==> src/include/gwdr_defines.svh <==
// Register offsets, field positions, reset values and variant codes for the GPIO wake/drive/remap block
`ifndef GWDR_DEFINES_SVH
`define GWDR_DEFINES_SVH

// ----------------------------------------------------------------------------
// Register byte offsets (APB, one word each)
// ----------------------------------------------------------------------------
`define GWDR_OFS_DATA_A    12'h000
`define GWDR_OFS_DATA_B    12'h004
`define GWDR_OFS_DATA_C    12'h008
`define GWDR_OFS_DATA_D    12'h00C
`define GWDR_OFS_DATA_E    12'h010
`define GWDR_OFS_DATA_F    12'h014
`define GWDR_OFS_DIR_A     12'h020
`define GWDR_OFS_PU_A      12'h040
`define GWDR_OFS_WAKE      12'h060
`define GWDR_OFS_DRV_AB    12'h064
`define GWDR_OFS_DRV_CD    12'h068
`define GWDR_OFS_DRV_EF    12'h06C
`define GWDR_OFS_REMAP     12'h070
`define GWDR_OFS_PWR       12'h074
`define GWDR_OFS_BSR       12'h078

// ----------------------------------------------------------------------------
// Reset values and masks
// ----------------------------------------------------------------------------
`define GWDR_RST_DIR       8'hFF
`define GWDR_RST_DATA      8'hFF
`define GWDR_RST_PU        8'h00
`define GWDR_RST_WAKE      8'h00
`define GWDR_RST_DRV       8'h00
`define GWDR_RST_REMAP     8'h00
`define GWDR_MASK_PA       8'h9F
`define GWDR_MASK_PF       8'h0F
`define GWDR_MASK_DRV_C    8'h0F
`define GWDR_MASK_DRV_EF   8'h3F
`define GWDR_MASK_REMAP    8'h0F

// ----------------------------------------------------------------------------
// Field positions
// ----------------------------------------------------------------------------
`define GWDR_BIT_PWR_HALT  0
`define GWDR_BIT_REMAP_IN1 0
`define GWDR_BSR_SET       8

// ----------------------------------------------------------------------------
// Variant codes
// ----------------------------------------------------------------------------
`define GWDR_VAR_SMALL     2'd0
`define GWDR_VAR_MID       2'd1
`define GWDR_VAR_LARGE     2'd2

`endif

==> src/include/gwdr_pkg.sv <==
// Types of the GPIO wake/drive/remap block
package gwdr_pkg;

  typedef enum logic [1:0] {
    GWDR_RUN   = 2'b01,
    GWDR_SLEEP = 2'b10
  } gwdr_pwr_e;

  typedef struct packed {
    logic [7:0] a;
    logic [7:0] b;
    logic [7:0] c;
    logic [7:0] d;
    logic [7:0] e;
    logic [7:0] f;
  } gwdr_ports_s;

  typedef struct packed {
    logic [1:0] porta_upper_drive;
    logic [1:0] porta_lower_drive;
    logic [1:0] portb_upper_drive;
    logic [1:0] portb_lower_drive;
    logic [1:0] portc_upper_drive;
    logic [1:0] portc_lower_drive;
    logic [1:0] portd_upper_drive;
    logic [1:0] portd_lower_drive;
    logic [1:0] porte_upper_drive;
    logic [1:0] porte_lower_drive;
    logic [1:0] portf_drive;
  } gwdr_drive_s;

  typedef struct packed {
    logic timer_inv_out_remap;
    logic timer_out_remap;
    logic protect_in2_remap;
    logic protect_in1_remap;
  } gwdr_remap_s;

  typedef struct packed {
    logic        psel;
    logic        penable;
    logic        pwrite;
    logic [11:0] paddr;
    logic [31:0] pwdata;
  } gwdr_apb_req_s;

  typedef struct packed {
    logic [31:0] prdata;
    logic        pready;
    logic        pslverr;
  } gwdr_apb_rsp_s;

endpackage

==> src/design/gwdr_gpio.sv <==
// GPIO port block: direction, data latches, pull-ups, Port A wake-up, drive levels and pin remapping
//
// Behaviour
// - Halt enters sleep; an enabled Port A wake event returns to run.
// - Falling edge on a wake-enabled Port A pin wakes the device.
// - Wake enable bits 7 and 4..0 are read/write, reset to zero.
// - Wake enable bits 6 and 5 ignore writes and read as zero.
// - Direction bit 1 makes a pin input, 0 a push-pull output.
// - Reading data of an input pin returns the pin level.
// - Reading data of an output pin returns the output latch.
// - All direction bits reset to one, so pins start as inputs.
// - All data latches reset high.
// - Single-bit set or clear reads the whole port, modifies, writes back.
// - Drive fields are two bits, 00 lowest to 11 highest, reset 00.
// - First drive register: B upper, B lower, A pins 7/4, A pins 3..0.
// - Second drive register: C halves low, D halves high where D exists.
// - Third drive register on largest variant: F, E halves; bits 7..6 zero.
// - Remap register exists and acts only on the smallest variant.
// - Remap bit 0 puts protection input 1 on C6 when 0, C2 when 1.
// - Input pins connect the weak pull-up when the pull-up bit is 1.
// - Inputs are read through a two-stage synchroniser, two clocks old; output latches hold until rewritten.
//
// Register access over APB and the placing of the registers were left to the implementer.
`timescale 1ns/1ps
`default_nettype none
`include "gwdr_defines.svh"

module gwdr_gpio #(
  parameter logic [1:0] VARIANT = `GWDR_VAR_LARGE
) (
  // Clock, reset, enable
  input  wire logic                 clk,
  input  wire logic                 resetn,
  input  wire logic                 clk_en,
  // APB slave
  input  wire gwdr_pkg::gwdr_apb_req_s apb_req,
  output var  gwdr_pkg::gwdr_apb_rsp_s apb_rsp,
  // Port pins
  input  wire gwdr_pkg::gwdr_ports_s  pin_in,
  output var  gwdr_pkg::gwdr_ports_s  pin_out,
  output var  gwdr_pkg::gwdr_ports_s  pin_oe,
  output var  gwdr_pkg::gwdr_ports_s  pin_pullup,
  // Drive strength and remap selects
  output var  gwdr_pkg::gwdr_drive_s  drive_level,
  output var  gwdr_pkg::gwdr_remap_s  remap_sel,
  // Power state
  output logic                        sleep_mode,
  output logic                        wake_event
);
  import gwdr_pkg::*;

  // --------------------------------------------------------------------------
  // State
  // --------------------------------------------------------------------------
  typedef struct packed {
    gwdr_ports_s   sync1;
    gwdr_ports_s   sync2;
    gwdr_ports_s   sync3;
    gwdr_ports_s   dir;
    gwdr_ports_s   data;
    gwdr_ports_s   pu;
    logic [7:0]    wake_en;
    logic [7:0]    drv_ab;
    logic [7:0]    drv_cd;
    logic [7:0]    drv_ef;
    logic [7:0]    remap;
    gwdr_pwr_e     pwr;
    logic          wake_pulse;
    gwdr_apb_rsp_s rsp;
    gwdr_ports_s   out;
    gwdr_ports_s   oe;
    gwdr_ports_s   pull;
  } gwdr_state_s;

  gwdr_state_s state_q;
  gwdr_state_s state_d;

  // --------------------------------------------------------------------------
  // Per-variant implemented bits
  // --------------------------------------------------------------------------
  function automatic gwdr_ports_s port_mask();
    gwdr_ports_s m;
    m.a = `GWDR_MASK_PA;
    m.b = 8'hFF;
    m.c = 8'hFF;
    m.d = (VARIANT != `GWDR_VAR_SMALL) ? 8'hFF : 8'h00;
    m.e = (VARIANT == `GWDR_VAR_LARGE) ? 8'hFF : 8'h00;
    m.f = (VARIANT == `GWDR_VAR_LARGE) ? `GWDR_MASK_PF : 8'h00;
    return m;
  endfunction

  localparam gwdr_ports_s PMASK = port_mask();
  localparam logic [7:0] DRV_CD_MASK = (VARIANT != `GWDR_VAR_SMALL) ? 8'hFF : `GWDR_MASK_DRV_C;
  localparam logic [7:0] DRV_EF_MASK = (VARIANT == `GWDR_VAR_LARGE) ? `GWDR_MASK_DRV_EF : 8'h00;
  localparam logic [7:0] REMAP_MASK  = (VARIANT == `GWDR_VAR_SMALL) ? `GWDR_MASK_REMAP : 8'h00;

  // Port index of a data, direction or pull-up offset: 3 bits of word index
  function automatic logic [7:0] sel_port(input gwdr_ports_s p, input logic [2:0] idx);
    case (idx)
      3'd0:    sel_port = p.a;
      3'd1:    sel_port = p.b;
      3'd2:    sel_port = p.c;
      3'd3:    sel_port = p.d;
      3'd4:    sel_port = p.e;
      3'd5:    sel_port = p.f;
      default: sel_port = 8'h00;
    endcase
  endfunction

  function automatic gwdr_ports_s put_port(input gwdr_ports_s p, input logic [2:0] idx, input logic [7:0] v);
    gwdr_ports_s r;
    r = p;
    case (idx)
      3'd0:    r.a = v;
      3'd1:    r.b = v;
      3'd2:    r.c = v;
      3'd3:    r.d = v;
      3'd4:    r.e = v;
      3'd5:    r.f = v;
      default: r = p;
    endcase
    return r & PMASK;
  endfunction

  // --------------------------------------------------------------------------
  // Next-state logic
  // --------------------------------------------------------------------------
  logic        acc;
  logic        wr;
  logic [11:0] ofs;
  logic [2:0]  pidx;
  logic [1:0]  grp;
  logic        hit;
  logic [7:0]  rd_byte;
  logic [7:0]  rmw;
  logic [7:0]  falls;
  gwdr_ports_s pin_view;

  always_comb begin
    state_d  = state_q;
    acc      = apb_req.psel && apb_req.penable;
    wr       = acc && apb_req.pwrite;
    ofs      = {apb_req.paddr[11:2], 2'b00};
    pidx     = ofs[4:2];
    grp      = ofs[6:5];
    hit      = 1'b0;
    rd_byte  = 8'h00;
    rmw      = 8'h00;
    falls    = 8'h00;
    // Input pins read the synchronised pin, output pins read the latch
    pin_view = (state_q.sync2 & state_q.dir) | (state_q.data & ~state_q.dir);

    state_d.sync1 = pin_in;
    state_d.sync2 = state_q.sync1;
    state_d.sync3 = state_q.sync2;
    state_d.rsp.pready  = 1'b0;
    state_d.rsp.pslverr = 1'b0;
    state_d.rsp.prdata  = 32'h0000_0000;

    // Register decode: data, direction, pull-up groups of six ports
    if ((grp == 2'd0) && (ofs[4:2] < 3'd6) && (ofs[11:7] == 5'd0)) begin
      hit     = 1'b1;
      rd_byte = sel_port(pin_view, pidx);
    end else if ((grp == 2'd1) && (ofs[4:2] < 3'd6) && (ofs[11:7] == 5'd0)) begin
      hit     = 1'b1;
      rd_byte = sel_port(state_q.dir, pidx);
    end else if ((grp == 2'd2) && (ofs[4:2] < 3'd6) && (ofs[11:7] == 5'd0)) begin
      hit     = 1'b1;
      rd_byte = sel_port(state_q.pu, pidx);
    end else if (ofs == `GWDR_OFS_WAKE) begin
      hit     = 1'b1;
      rd_byte = state_q.wake_en;
    end else if (ofs == `GWDR_OFS_DRV_AB) begin
      hit     = 1'b1;
      rd_byte = state_q.drv_ab;
    end else if (ofs == `GWDR_OFS_DRV_CD) begin
      hit     = 1'b1;
      rd_byte = state_q.drv_cd;
    end else if (ofs == `GWDR_OFS_DRV_EF) begin
      hit     = 1'b1;
      rd_byte = state_q.drv_ef;
    end else if (ofs == `GWDR_OFS_REMAP) begin
      hit     = 1'b1;
      rd_byte = state_q.remap;
    end else if (ofs == `GWDR_OFS_PWR) begin
      hit     = 1'b1;
      rd_byte = {7'h00, state_q.pwr == GWDR_SLEEP};
    end else if ((ofs >= `GWDR_OFS_BSR) && (ofs < `GWDR_OFS_BSR + 12'h018)) begin
      hit     = 1'b1;
      rd_byte = 8'h00;
    end

    if (acc && !state_q.rsp.pready) begin
      state_d.rsp.pready  = 1'b1;
      state_d.rsp.pslverr = !hit;
      state_d.rsp.prdata  = {24'h00_0000, apb_req.pwrite ? 8'h00 : rd_byte};
      if (wr && hit) begin
        if (grp == 2'd0 && ofs < `GWDR_OFS_DIR_A) begin
          state_d.data = put_port(state_q.data, pidx, apb_req.pwdata[7:0]);
        end else if (grp == 2'd1) begin
          state_d.dir = put_port(state_q.dir, pidx, apb_req.pwdata[7:0]);
        end else if (grp == 2'd2) begin
          state_d.pu = put_port(state_q.pu, pidx, apb_req.pwdata[7:0]);
        end else if (ofs == `GWDR_OFS_WAKE) begin
          state_d.wake_en = apb_req.pwdata[7:0] & `GWDR_MASK_PA;
        end else if (ofs == `GWDR_OFS_DRV_AB) begin
          state_d.drv_ab = apb_req.pwdata[7:0];
        end else if (ofs == `GWDR_OFS_DRV_CD) begin
          state_d.drv_cd = apb_req.pwdata[7:0] & DRV_CD_MASK;
        end else if (ofs == `GWDR_OFS_DRV_EF) begin
          state_d.drv_ef = apb_req.pwdata[7:0] & DRV_EF_MASK;
        end else if (ofs == `GWDR_OFS_REMAP) begin
          state_d.remap = apb_req.pwdata[7:0] & REMAP_MASK;
        end else if (ofs == `GWDR_OFS_PWR) begin
          if (apb_req.pwdata[`GWDR_BIT_PWR_HALT]) begin
            state_d.pwr = GWDR_SLEEP;
          end
        end else begin
          // Bit set/clear on a data latch: whole port read, bit changed, byte written back
          rmw = sel_port(pin_view, 3'((ofs - `GWDR_OFS_BSR) >> 2));
          rmw = (rmw | apb_req.pwdata[`GWDR_BSR_SET +: 8]) & ~apb_req.pwdata[7:0];
          state_d.data = put_port(state_q.data, 3'((ofs - `GWDR_OFS_BSR) >> 2), rmw);
        end
      end
    end

    // Falling edge on synchronised Port A, qualified by its wake enable
    falls = state_q.sync3.a & ~state_q.sync2.a & state_q.wake_en;
    state_d.wake_pulse = 1'b0;
    case (state_q.pwr)
      GWDR_RUN: begin
        state_d.wake_pulse = 1'b0;
      end
      GWDR_SLEEP: begin
        if (falls != 8'h00) begin
          state_d.pwr        = GWDR_RUN;
          state_d.wake_pulse = 1'b1;
        end
      end
      default: begin
        state_d.pwr = GWDR_RUN;
      end
    endcase

    // Registered pin drive; pull-up only on input pins
    state_d.out  = state_d.data & PMASK;
    state_d.oe   = ~state_d.dir & PMASK;
    state_d.pull = state_d.pu & state_d.dir & PMASK;
  end

  // --------------------------------------------------------------------------
  // State register
  // --------------------------------------------------------------------------
  always_ff @(posedge clk) begin
    if (!resetn) begin
      state_q            <= '0;
      state_q.dir        <= {6{`GWDR_RST_DIR}} & PMASK;
      state_q.data       <= {6{`GWDR_RST_DATA}} & PMASK;
      state_q.pu         <= {6{`GWDR_RST_PU}};
      state_q.wake_en    <= `GWDR_RST_WAKE;
      state_q.drv_ab     <= `GWDR_RST_DRV;
      state_q.drv_cd     <= `GWDR_RST_DRV;
      state_q.drv_ef     <= `GWDR_RST_DRV;
      state_q.remap      <= `GWDR_RST_REMAP;
      state_q.pwr        <= GWDR_RUN;
      state_q.out        <= {6{`GWDR_RST_DATA}} & PMASK;
    end else if (clk_en) begin
      state_q <= state_d;
    end
  end

  // --------------------------------------------------------------------------
  // Outputs, all from flip-flops
  // --------------------------------------------------------------------------
  assign apb_rsp    = state_q.rsp;
  assign pin_out    = state_q.out;
  assign pin_oe     = state_q.oe;
  assign pin_pullup = state_q.pull;
  assign sleep_mode = (state_q.pwr == GWDR_SLEEP);
  assign wake_event = state_q.wake_pulse;
  assign remap_sel  = state_q.remap[3:0];
  // Field split of the three drive registers
  assign drive_level.portb_upper_drive = state_q.drv_ab[7:6];
  assign drive_level.portb_lower_drive = state_q.drv_ab[5:4];
  assign drive_level.porta_upper_drive = state_q.drv_ab[3:2];
  assign drive_level.porta_lower_drive = state_q.drv_ab[1:0];
  assign drive_level.portd_upper_drive = state_q.drv_cd[7:6];
  assign drive_level.portd_lower_drive = state_q.drv_cd[5:4];
  assign drive_level.portc_upper_drive = state_q.drv_cd[3:2];
  assign drive_level.portc_lower_drive = state_q.drv_cd[1:0];
  assign drive_level.portf_drive       = state_q.drv_ef[5:4];
  assign drive_level.porte_upper_drive = state_q.drv_ef[3:2];
  assign drive_level.porte_lower_drive = state_q.drv_ef[1:0];
endmodule
`default_nettype wire

==> config.mk <==
export PLATFORM = sky130hd
export DESIGN_NAME = gwdr_gpio
export DESIGN_NICKNAME = d
export VERILOG_FILES = /design/src/include/gwdr_pkg.sv /design/src/design/gwdr_gpio.sv
export VERILOG_INCLUDE_DIRS = /design/src /design/src/include
export SDC_FILE = /design/constraint.sdc
export NUM_CORES = 1
export LEC_CHECK = 0
export BUFFER_PORTS_ARGS = -buffer_cell sky130_fd_sc_hd__buf_4
export CORE_UTILIZATION = 51
export DETAILED_ROUTE_END_ITERATION = 6
export PLACE_DENSITY = 0.82
export SYNTH_ARGS = -nofsm -noshare
export SYNTH_HDL_FRONTEND = slang
export SYNTH_SLANG_ARGS = --single-unit
==> constraint.sdc <==
create_clock -name clk -period 2.3 [get_ports clk]
set_input_delay 0.115 -clock clk [delete_from_list [all_inputs] [get_ports clk]]
set_output_delay 0.115 -clock clk [all_outputs]
set_load 0.02 [all_outputs]
==> flow_results.org, run 1 <==
** Timing
- Clock period minus final worst setup slack :: 2.268 ns
- Final-report hold violation count :: 0
- Final setup fails :: 0
- On the final layout, the worst hold slack is 0.03564 ns.
- Crit share post-route :: 0.9860
- Final max-slew violation count :: 0
- Clk_skew :: 0.02634 ns
- Remaining max-slew budget at the tightest pin :: 0.5334
- For the pin with the worst max-slew slack, the measured transition is 0.6926 ns.
- Achievable frequency :: 441.0 MHz
- RSZ-0062 raised after global routing :: false

** Floorplanning
- In this run the horizontal extent of the chip is 191.1 µm.
- The die is 191.1 µm tall.
- The floorplan step defined a die boundary enclosing 36500 µm².
- Effective utilization at floorplan :: 0.5226
- Area of the core region :: 34880 µm²
- In this run the count of I/O pins placed on the die edge is 304.
- Number of rows in the core area :: 68

** Synthesis
- Flip-flop cell with the highest count after synthesis :: sky130_fd_sc_hd__dfxtp_1
- Summed over all instances, the cell type with the most area after synthesis is sky130_fd_sc_hd__dfxtp_1.
- Gate Count Post-Synth :: 2082
- sky130_fd_sc_hd__dfxtp_1 is the most common cell in the netlist.
- Area share of and/or/nand/nor cells after synthesis :: 0.1742
- Top cells by area in the synthesized netlist :: sky130_fd_sc_hd__dfxtp_1 40%, sky130_fd_sc_hd__mux2i_1 12%, sky130_fd_sc_hd__buf_4 8.6%
- Of the total synthesized cell area, the portion taken by full adders, half adders and majority gates is 0.004805.
- Number of enable flip-flop cells after synthesis :: 0
- Yosys mapped the design onto 82 distinct sky130hd cell types.
- Seq cells post-synth :: 365
- Multiplexer fraction of the synthesized cell area :: 0.1495
- Fraction of the yosys area taken by sequential cells :: 0.4009
- Fraction of registers with async set or reset after synthesis :: 0
- Dividing the synthesized area by the synthesized cell count gives 8.755 µm².
- Post-synthesis xor/xnor area fraction :: 0
- The commonest cells after synthesis are 365 x sky130_fd_sc_hd__dfxtp_1, 248 x sky130_fd_sc_hd__nand2_1, 225 x sky130_fd_sc_hd__mux2i_1.
- The fraction of the mapped netlist area in compound gates is 0.1483.
- Main combinational cell family by area after synthesis :: simple AND/OR/NAND/NOR gates
- Yosys printed 0 warnings.
- Post-synthesis cell area :: 18230 µm²
- Of the post-synthesis cell area, the dominant cell type holds 0.4009.

** Route
- In the routed layout, each cell is associated on average with a via count of 6.142.
- For this run, design rule violations remaining after detail routing come to 0.
- Total routed wirelength :: 72.47 mm
- The first routing iteration left 1973 violations.
- Detail-routed net length per standard cell :: 25.73 µm
- Across all layers, the routed design uses 17300 vias.
- The detail route stage leaves a number of antenna-violating nets equal to 0.
- Number of search-and-repair iterations in the first detailed-routing pass :: 6

** Clock network
- The H-tree generated during clock tree synthesis spans 2 levels.
- After clock tree synthesis, the clock-pin slew on the worst setup and hold paths is 0.07 ns.
- TritonCTS sink count :: 365
- Number of buffers on the longest clock path :: 3
- Number of clock buffers inserted by TritonCTS :: 40
- CTS Root Cell :: sky130_fd_sc_hd__clkbuf_16
- Clock tree from TritonCTS :: yes
- Clock latency on the worst-skew pair, taken at its later pin, is 0.56 ns.

** Critical path
- At the worst endpoint, the required time is 2.70 ns.
- At the worst endpoint, the arrival time is 2.67 ns.
- STA classifies the critical path endpoint as a flop.
- Peak fanout along the critical path :: 4
- The worst register-to-register path ends at pin_out[28].
- Among all stages on the critical path, the largest delay is contributed by sky130_fd_sc_hd__dfxtp_1.
- Start-to-end type of the worst setup path :: reg2reg
- Cell type group with the largest total delay on the critical path :: compound AO/OA/AOI/OAI gates
- Highest cell delay on the worst timing path :: 0.45 ns
- The worst register-to-register path begins at state_q[337].
- Register-to-register path setup slack :: 0.03 ns
- The critical path goes through mux2_2 -> a22oi_1 -> nor2_1 -> nor4_1 -> o31a_1 -> buf_4 -> a31oi_1.
- STA classifies the critical path startpoint as a flop.
- Number of cell instances on the worst register-to-register path :: 7
- Together, buffers and inverters on the worst path number 1.

** Status
- Result of the run :: finished clean

** Global routing
- Via count of the first global-routing pass :: 16460
- Gr ovfl total :: 0
- Overall routing resource usage :: 0.3888
- The first global-routing pass estimated 105.1 mm of wire.
- Largest net degree at the start of global routing :: 87
- Initial antenna violation count :: 4

** Place
- Post-detailed-placement half-perimeter wirelength :: 53.86 mm
- Final weighted congestion in routability-driven placement :: 1.001
- Number of port buffers :: 239

** Layout
- Number of fill cells :: 2813
- From synthesis to final layout, the design area changed by 23.07%.
- Post-layout nets :: 2438
- Combined area of the multi-input logic cells :: 8899 µm²
- In the final layout, the share of cells above drive strength 1 is 0.2530.
- Total area of sequential cells :: 7307 µm²

** Job
- Number of max-capacitance violations reported :: 0

** Power and ir drop
- In this run the power density over the cells is 649.4 nW/µm².
- Leak :: 10.01 nW
- Post-layout power :: 14.57 mW
- The worst-case IR drop observed on VDD is 525.5 µV.

** Worst hold path
- Startpoint of the tightest hold check path :: apb_req[5]
- Hold-critical path endpoint :: drive_level[1]
- Worst Hold Depth :: 3
- Path class of the lowest-slack min-delay path :: in2reg
through the flow:
| stage | instances | utilization | cell area [µm²] | worst slack [ns] | setup TNS (ns) |
|---|---|---|---|---|---|
| floorplan | 2127 | - | 18400 | 0.1705 | 0 |
| global placement | 2693 | 0.5885 | 20530 | -0.3100 | -9.752 |
| detailed placement | 2693 | 0.5885 | 20530 | -0.2973 | -16.16 |
| CTS | 2814 | 0.6424 | 22410 | 0.003181 | 0 |
| global route | 2816 | 0.6431 | 22430 | 0.007358 | 0 |
| finish | 2816 | 0.6431 | 22430 | 0.03228 | 0 |
layer usage:
metal	part of all wire	vias up	global-route usage
met2	0.44	1092	0.6178
met3	0.10	272	0.08225
met4	0.061	4	0.2045
li1	-	7690	-
met5	0.00050	-	0
met1	0.39	8239	0.4939
worst register-to-register path, stage by stage, from the launching register on:
cell and delay, ns:
sky130_fd_sc_hd__dfxtp_1 0.45, sky130_fd_sc_hd__mux2_2 0.43, sky130_fd_sc_hd__a22oi_1 0.24, sky130_fd_sc_hd__nor2_1 0.07, sky130_fd_sc_hd__nor4_1 0.45, sky130_fd_sc_hd__o31a_1 0.21, sky130_fd_sc_hd__buf_4 0.17, sky130_fd_sc_hd__a31oi_1 0.10
cells by family (layout without fill, tap and decap cells):
family / Yosys count / after routing
AO/OA/AOI/OAI: 392 / 392
multiplexers: 260 / 260
flip-flops: 365 / 365
other: 1 / 47
buffers and inverters: 374 / 607
AND/OR/NAND/NOR: 683 / 683
adder cells (fa/ha/maj): 7 / 7
final cells by class:
| cell class | instances | area share |
|---|---|---|
| Inverter | 27 | 0.004629 |
| Clock inverter | 15 | 0.009983 |
| Timing Repair Buffer | 511 | 0.1870 |
| Clock buffer | 54 | 0.05053 |
| Multi-Input combinational cell | 1388 | 0.3967 |
| Sequential cell | 365 | 0.3257 |
| Tap cell | 455 | 0.02538 |
| Antenna cell | 1 | 0.0001115 |
layout by cell type, fill, tap and decap left out, drive strengths merged, types with 14 or more instances in the layout:
cell type and instances:
dfxtp 365, o22ai 66, nand3 98, a32o 34, o21ai 132, inv 26
nor3 32, mux2 28, clkbuf 54, dlygate4sd3 52, mux2i 225, buf 459
o211ai 16, conb 46, nand2 249, nor2 206, a22o 14, and3 14
a21oi 21, a22oi 14
power by group:
part	internal [mW]	switching [mW]
Combinational	0.520	0.864
Sequential	6.40	0.0628
Clock	4.02	2.70
sequential cells by signal, indices dropped and copies added (netlist names):
register     cells
wake_event       1
pin_out         32
pin_pullup      42
drive_level     22
apb_rsp         10
pin_oe          42
state_d         96
state_q        120
worst max path at each step:
| stage | start | to | slack, ns | cells after the start |
|---|---|---|---|---|
| 2_1_floorplan | apb_req[37] | pin_out[11] | 0.17 | 8 |
| 3_3_place_gp | apb_req[43] | apb_rsp[3] | -0.31 | 9 |
| 3_5_place_dp | apb_req[43] | apb_rsp[3] | -0.30 | 9 |
| 4_1_cts | state_q[326] | apb_rsp[3] | 0.003 | 7 |
| 5_1_grt | state_q[361] | pin_out[28] | 0.007 | 7 |
| 6_report | state_q[337] | pin_out[28] | 0.03 | 7 |
timing repair:
item	CTS	global route
setup buffers	0	1
resized for setup	1	4
pin swaps	0	1
hold buffers	52	0
cloned	0	0
endpoints found under the hold margin	58	0
setup endpoints to repair	3	12
Power figures use the tool's default switching activity.
==> run 2, diff against run 1 <==
- CORE_UTILIZATION: 51 -> 25
- PLACE_DENSITY: 0.82 -> 0.49
- SKIP_CTS_REPAIR_TIMING: not set -> 1
==> flow_results.org, run 2 (synthesized netlist as in run 1, its figures left out) <==
** Status
- The run finished, with violations left.
- Violated checks :: negative hold slack

** Floorplanning
- The placeable core area was 71850 µm² (+110%).
- The die outline height was 272.0 µm (+42%).
- The number of rows created at floorplan was 98 (+44%).
- The number of ports placed on the die boundary came to 304 (unchanged).
- The effective utilization at floorplan is 0.2537 (-0.2689).
- Die X-Extent :: 272.0 µm (+42%)
- The floorplan die area came to 74000 µm² (+100%).

** Clock network
- The H-tree level count came to 2 (unchanged).
- The total CTS buffers is 44 (+10%).
- Clock transition at the registers of the reported paths :: 0.06 ns (about the same)
- Clk_lat worst skew :: 0.57 ns (about the same)
- The deepest clock path buffer count came to 3 (unchanged).
- The count of clock tree sinks was 365 (unchanged).
- Clock tree from TritonCTS :: yes
- CTS Root Cell :: sky130_fd_sc_hd__clkbuf_16

** Timing
- Clk_skew :: 0.01303 ns (-0.01331 ns)
- Achievable frequency :: 446.2 MHz (+1.2%)
- Final setup fails :: 0 (unchanged)
- Remaining max-slew budget at the tightest pin :: 0.4891 (-0.04427)
- Fin worst setup slack :: 0.05876 ns (+0.02648 ns)
- The tightest hold margin is -0.01400 ns (-0.04964 ns).
- The final critical delay including setup and external delays was 2.241 ns (-0.02648 ns).
- The transition time of the tightest slew-check pin is 0.7583 ns (+0.06572 ns).
- The final clock period utilization by the worst path was 0.9745 (-0.01151).
- Final max-slew violation count :: 0 (unchanged)
- RSZ-0062 raised after global routing :: false
- The final hold violation count was 1 (+1).

** Global routing
- Largest net degree at the start of global routing :: 78 (-10%)
- Gr ovfl total :: 0 (unchanged)
- The initial antenna violation count was 4 (unchanged).
- The number of global-route vias before repair was 16170 (-1.7%).
- The global-route wire length before repair is 118.5 mm (+13%).
- The global-route usage over all layers was 0.2220 (-0.1669).

** Critical path
- Chain of cells forming the critical path :: mux2i_1 -> buf_4 -> o221ai_1 -> a2111oi_0 -> o41ai_1 -> o311a_1
- The number of cells on the worst reg-to-reg path is 6 (-1).
- The reg-to-reg setup timing slack came to 0.06 ns (+0.03 ns).
- Start-to-end type of the worst setup path :: reg2reg
- Highest cell delay on the worst timing path :: 0.56 ns (+0.11 ns)
- Endpoint kind of the worst setup timing path :: flop
- The worst path arrival time came to 2.69 ns (+0.02 ns).
- The required time of the critical path was 2.75 ns (+0.05 ns).
- Capture instance of the worst register-to-register path :: apb_rsp[5]
- STA classifies the critical path startpoint as a flop.
- The startpoint identified for the worst register-to-register timing path is state_q[352].
- Among all stages on the critical path, the largest delay is contributed by sky130_fd_sc_hd__a2111oi_0.
- The largest fanout on the critical path is 2 (-2).

** Power and ir drop
- Peak supply drop :: 555.3 µV (+5.7%)
- The power density relative to cell area came to 637.9 nW/µm² (-1.8%).
- The static leakage power was 10.32 nW (+3.1%).
- Post-layout power :: 15.04 mW (+3.3%)

** Layout
- The top cell types in the final layout, fill and taps aside, are 483 x sky130_fd_sc_hd__buf_4, 365 x sky130_fd_sc_hd__dfxtp_1, 248 x sky130_fd_sc_hd__nand2_1.
- Combined area of the multi-input logic cells :: 8920 µm² (+0.24%)
- Register ranked first by flip-flop count :: state_q
- Number of fill cells :: 7550 (+170%)
- Leaving out fill and tap cells, the most frequent cell in the layout is sky130_fd_sc_hd__buf_4.
- The number of diodes is 0 (-1).
- Area growth from synthesis to layout :: 29.36%
- Number of flip-flops under the largest register name :: 120 (unchanged)
- The footprint of the flip-flops and latches came to 7307 µm² (unchanged).
- Share of post-route cells with drive strength above 1 :: 0.2722 (+0.01920)
- The final-stage net count was 2489 (+2.1%).

** Route
- Total routed wirelength :: 84.96 mm (+17%)
- Detail-routed net length per standard cell :: 25.26 µm (-1.9%)
- After detailed routing, no signal wire sits above met5.
- 1st-iter DRT viols :: 1509 (-24%)
- Antenna Nets Post-Route :: 0 (unchanged)
- Via density per instance :: 5.039 (-18%)
- The met1 wire length came to 36.81 mm (+29%).
- Overall via count from detail_route :: 16950 (-2.0%)
- Met3 layer wire length in the routed design :: 6.417 mm (-14%)
- Number of design rule violations left after detail routing :: 0 (unchanged)
- Number of search-and-repair iterations in the first detailed-routing pass :: 5 (-1)
- The total length of routed met2 wires was 38.18 mm (+19%).

** Place
- Post-detailed-placement half-perimeter wirelength :: 65.16 mm (+21%)
- Placement Setup Slack :: -0.4763 ns (-0.1790 ns)
- The global placer's final weighted congestion is 0.9394 (-6.1%).
- Number of port buffers :: 239 (unchanged)

** Worst hold path
- The worst hold path begins at apb_req[0].
- Path class of the lowest-slack min-delay path :: in2reg
- Hold-critical path endpoint :: state_q[341]
- Worst Hold Depth :: 3 (unchanged)

** Job
- Number of max-capacitance violations reported :: 0 (unchanged)
-- run 2: area by class of cell --
cell class | instances | area share
multi-input combinational | 1388 | 0.3783
clock inverter | 15 | 0.007906
tap | 950 | 0.05041
clock buffer | 61 | 0.05412
inverter | 27 | 0.004404
timing repair buffer | 558 | 0.1950
sequential | 365 | 0.3099
-- run 2: where the power goes --
| part | switching [mW] | leakage, nW | internal, mW |
|---|---|---|---|
| logic | 0.918 | 6.65 | 0.545 |
| registers | 0.0596 | 2.96 | 6.41 |
| clock network | 2.81 | 0.716 | 4.31 |
-- run 2: worst max-delay path: cells and delay by family, from the launching register on --
kind | cells | cell delay, ns
DFF | 1 | 0.51
muxes | 1 | 0.43
buffers and inverters | 1 | 0.18
AOI/OAI and AO/OA | 4 | 1.00
-- run 2: worst max path at each step --
stage / startpoint / to / slack, ns / depth (start not counted)
after global placement: apb_req[43] / apb_rsp[9] / -0.49 / 8
after global routing: apb_rsp[1] / drive_level[17] / 0.01 / 8
after detailed placement: apb_req[43] / apb_rsp[9] / -0.48 / 8
final: state_q[352] / apb_rsp[5] / 0.06 / 6
after CTS: apb_rsp[1] / pin_pullup[18] / -0.006 / 7
after floorplan: apb_req[37] / pin_out[11] / 0.17 / 8
-- run 2: metrics by stage --
stage	setup TNS [ns]	instance area, µm²	instances	utilization	hold slack, ns
detailed placement	-6.627	21560	3236	0.3000	0.3590
floorplan	0	18400	2127	-	0.2622
global placement	-6.125	21560	3236	0.3000	0.3502
finish	0	23580	3364	0.3282	-0.01400
CTS	-0.006358	23020	3312	0.3204	-0.2434
global route	0	23580	3364	0.3282	0.002351
-- run 2: layer usage --
layer  GRT usage  vias to the layer above
li1            -                     7808
met1      0.2944                     8235
met2      0.3491                      739
met3     0.04858                      166
met4     0.08678                        4
met5           0                        -
==> run 3, diff against run 2 <==
- PLACE_DENSITY: 0.49 -> 0.48
- clock period: 2.3 -> 2.85 ns (I/O delays scaled with it)
==> flow_results.org, run 3 (synthesized netlist as in run 1, its figures left out) <==
** Layout
- Most common cell after layout, fill and taps aside :: sky130_fd_sc_hd__buf_4
- The top cell types in the final layout, fill and taps aside, are 385 x sky130_fd_sc_hd__buf_4, 365 x sky130_fd_sc_hd__dfxtp_1, 248 x sky130_fd_sc_hd__nand2_1.
- From synthesis to final layout, the design area changed by 23.52%.
- Number of fill cells :: 7620 (+0.93%)
- Total area of sequential cells :: 7307 µm² (unchanged)
- The combined area of the multi-input logic cells came to 8880 µm² (-0.45%).
- state_q holds more flip-flops than any other register.
- Antenna diode instance count :: 0 (unchanged)
- The fraction of final layout cells sized beyond drive strength 1 was 0.2320 (-0.04019).
- The flip-flop count of the largest register, all copies and words added is 120 (unchanged).
- The number of cells in the finished layout apart from fillers came to 3252 (-3.3%).
- The final-stage net count is 2376 (-4.5%).

** Timing
- The final clock period utilization by the worst path came to 0.9477 (-0.02679).
- The final critical delay including setup and external delays came to 2.701 ns (+0.4596 ns).
- The peak clock frequency supported by timing came to 370.3 MHz (-17%).
- Fin worst setup slack :: 0.1492 ns (+0.09041 ns)
- The final hold violation count came to 0 (-1).
- Worst-Margin Slew :: 0.8753 ns (+0.1170 ns)
- The tightest hold margin came to 0.001342 ns (+0.01534 ns).
- The total of endpoints with negative setup slack in the final report was 0 (unchanged).
- Clk_skew :: 0.02473 ns (+0.01170 ns)
- The number of pins exceeding their max-slew limit in the final report is 0 (unchanged).
- RSZ-0062 raised after global routing :: false
- Remaining max-slew budget at the tightest pin :: 0.4165 (-0.07265)
- Final total negative setup slack :: 0 ns (unchanged)

** Route
- Detail-routed net length per standard cell :: 25.65 µm (+1.5%)
- The total length of routed met2 wires came to 38.95 mm (+2.0%).
- The met1 wire length came to 37.23 mm (+1.1%).
- Total routed wirelength :: 83.40 mm (-1.8%)
- Number of search-and-repair iterations in the first detailed-routing pass :: 5 (unchanged)
- The routed length on met3 was 5.218 mm (-19%).
- The DRC marker count from the first detailed-route iteration came to 1389 (-8.0%).
- The post-detailed-route via-to-cell ratio was 5.041 (about the same).
- The remaining antenna violation count is 0 (unchanged).
- Overall via count from detail_route :: 16390 (-3.3%)
- Topmost layer with routed signal wires :: met5
- The number of DRC violations after detailed routing is 0 (unchanged).

** Power and ir drop
- Leak :: 9.741 nW (-5.6%)
- Pwr/cell area :: 538.4 nW/µm² (-16%)
- Peak supply drop :: 336.2 µV (-39%)
- Post-layout power :: 12.12 mW (-19%)

** Clock network
- Clk_lat worst skew :: 0.59 ns (+0.02 ns)
- The clock transition at the register clock pins on the worst setup and hold paths after CTS is 0.06 ns (about the same).
- The deepest clock path buffer count was 3 (unchanged).
- CTS Root Cell :: sky130_fd_sc_hd__clkbuf_16
- Clock tree from TritonCTS :: yes
- TritonCTS sink count :: 365 (unchanged)
- The H-tree level count is 2 (unchanged).
- Number of clock buffers inserted by TritonCTS :: 44 (unchanged)

** Global routing
- Largest net degree at the start of global routing :: 146 (+87%)
- Initial antenna violation count :: 1 (-3)
- The global-route wire length before repair came to 117.0 mm (-1.2%).
- The global-route usage over all layers came to 0.2184 (-0.003580).
- The number of global-route vias before repair came to 15620 (-3.4%).
- The sum of overflow across all layers after global routing was 0 (unchanged).

** Critical path
- Endpoint kind of the worst setup timing path :: flop
- The reg-to-reg setup timing slack is 0.15 ns (+0.09 ns).
- The largest fanout on the critical path was 5 (+3).
- WP depth :: 7 (+1)
- CP Buf/Inv Count :: 1 (unchanged)
- FF-to-FF Start :: state_q[344]
- The worst register-to-register path ends at apb_rsp[5].
- Chain of cells forming the critical path :: mux2i_1 -> a2bb2oi_1 -> o221ai_1 -> a2111oi_0 -> buf_4 -> o41ai_1 -> o311a_1
- Broken down by cell family, the worst path's largest delay share belongs to compound AO/OA/AOI/OAI gates.
- The largest individual stage delay along the critical path comes from the cell sky130_fd_sc_hd__dfxtp_1.
- Worst setup SP type :: flop
- Highest cell delay on the worst timing path :: 0.72 ns (+0.16 ns)
- Worst Path Arrival :: 3.16 ns (+0.47 ns)
- The worst setup path is of the reg2reg kind.
- The number of cells on the worst reg-to-reg path came to 7 (+1).
- The required time of the critical path is 3.31 ns (+0.56 ns).

** Floorplanning
- The effective utilization at floorplan is 0.2537 (unchanged).
- Area of the core region :: 71850 µm² (unchanged)
- The number of rows created at floorplan was 98 (unchanged).
- Full die area :: 74000 µm² (unchanged)
- The number of ports placed on the die boundary came to 304 (unchanged).
- Die outline height :: 272.0 µm (unchanged)
- The die width was 272.0 µm (unchanged).

** Worst hold path
- Path class of the lowest-slack min-delay path :: in2reg
- Hold-critical path endpoint :: apb_rsp[1]
- In this run the most critical hold path is launched from apb_req[46].
- The number of cells on the worst hold path came to 3 (unchanged).

** Place
- The detailed placer's ending HPWL was 62.70 mm (-3.8%).
- The count of placed standard cells including taps was 3124 (-3.5%).
- Placement Setup Slack :: 0.02009 ns (+0.4964 ns)
- Number of port buffers :: 239 (unchanged)
- The global placer's final weighted congestion was 0.9123 (-2.9%).

** Status
- Result of the run :: finished clean

** Job
- Number of max-capacitance violations reported :: 0 (unchanged)
run 3: changes by cell type in the layout (fill, tap and decap cells not counted), sizes merged:
cell      previous run  this run
inv                 26        27
clkinvlp             3         2
clkbuf              61        58
bufinv               4         5
buf                507       394
clkinv               9        12
run 3: worst max-delay path by stage:
stage / start / end / slack [ns]
floorplan: apb_req[37] / pin_out[11] / 0.69
global placement: apb_req[43] / apb_rsp[5] / 0.002
detailed placement: apb_req[43] / apb_rsp[5] / 0.02
CTS: state_q[344] / apb_rsp[5] / 0.16
global route: state_q[344] / apb_rsp[5] / 0.09
finish: state_q[344] / apb_rsp[5] / 0.15
run 3: through the flow:
step,util,area (µm²)
floorplan,-,18400
global route,0.3134,22520
global placement,0.2859,20540
CTS,0.3063,22010
detailed placement,0.2859,20540
finish,0.3134,22520
run 3: layout make-up:
type	count	share of cell area
Clock buffer	58	0.05440
Tap cell	950	0.05279
Inverter	27	0.004612
Sequential cell	365	0.3245
Clock inverter	19	0.01067
Timing Repair Buffer	445	0.1586
Multi-Input combinational cell	1388	0.3944
run 3: routing by layer:
metal | global-route usage | vias up
li1 | - | 7577
met3 | 0.03729 | 104
met1 | 0.2955 | 8095
met2 | 0.3581 | 615
met4 | 0.05500 | 2
met5 | 0 | -
run 3: worst min-delay path, stage by stage:
cell and delay [ns]:
sky130_fd_sc_hd__buf_4 0.13, sky130_fd_sc_hd__nand4b_1 0.16, sky130_fd_sc_hd__a21oi_1 0.08
run 3: power by group:
group / switching [mW] / internal, mW / total [mW]
Clock: 2.35 / 3.47 / 5.82
Sequential: 0.0510 / 5.17 / 5.22
Combinational: 0.712 / 0.370 / 1.08
Total: 3.11 / 9.01 / 12.1
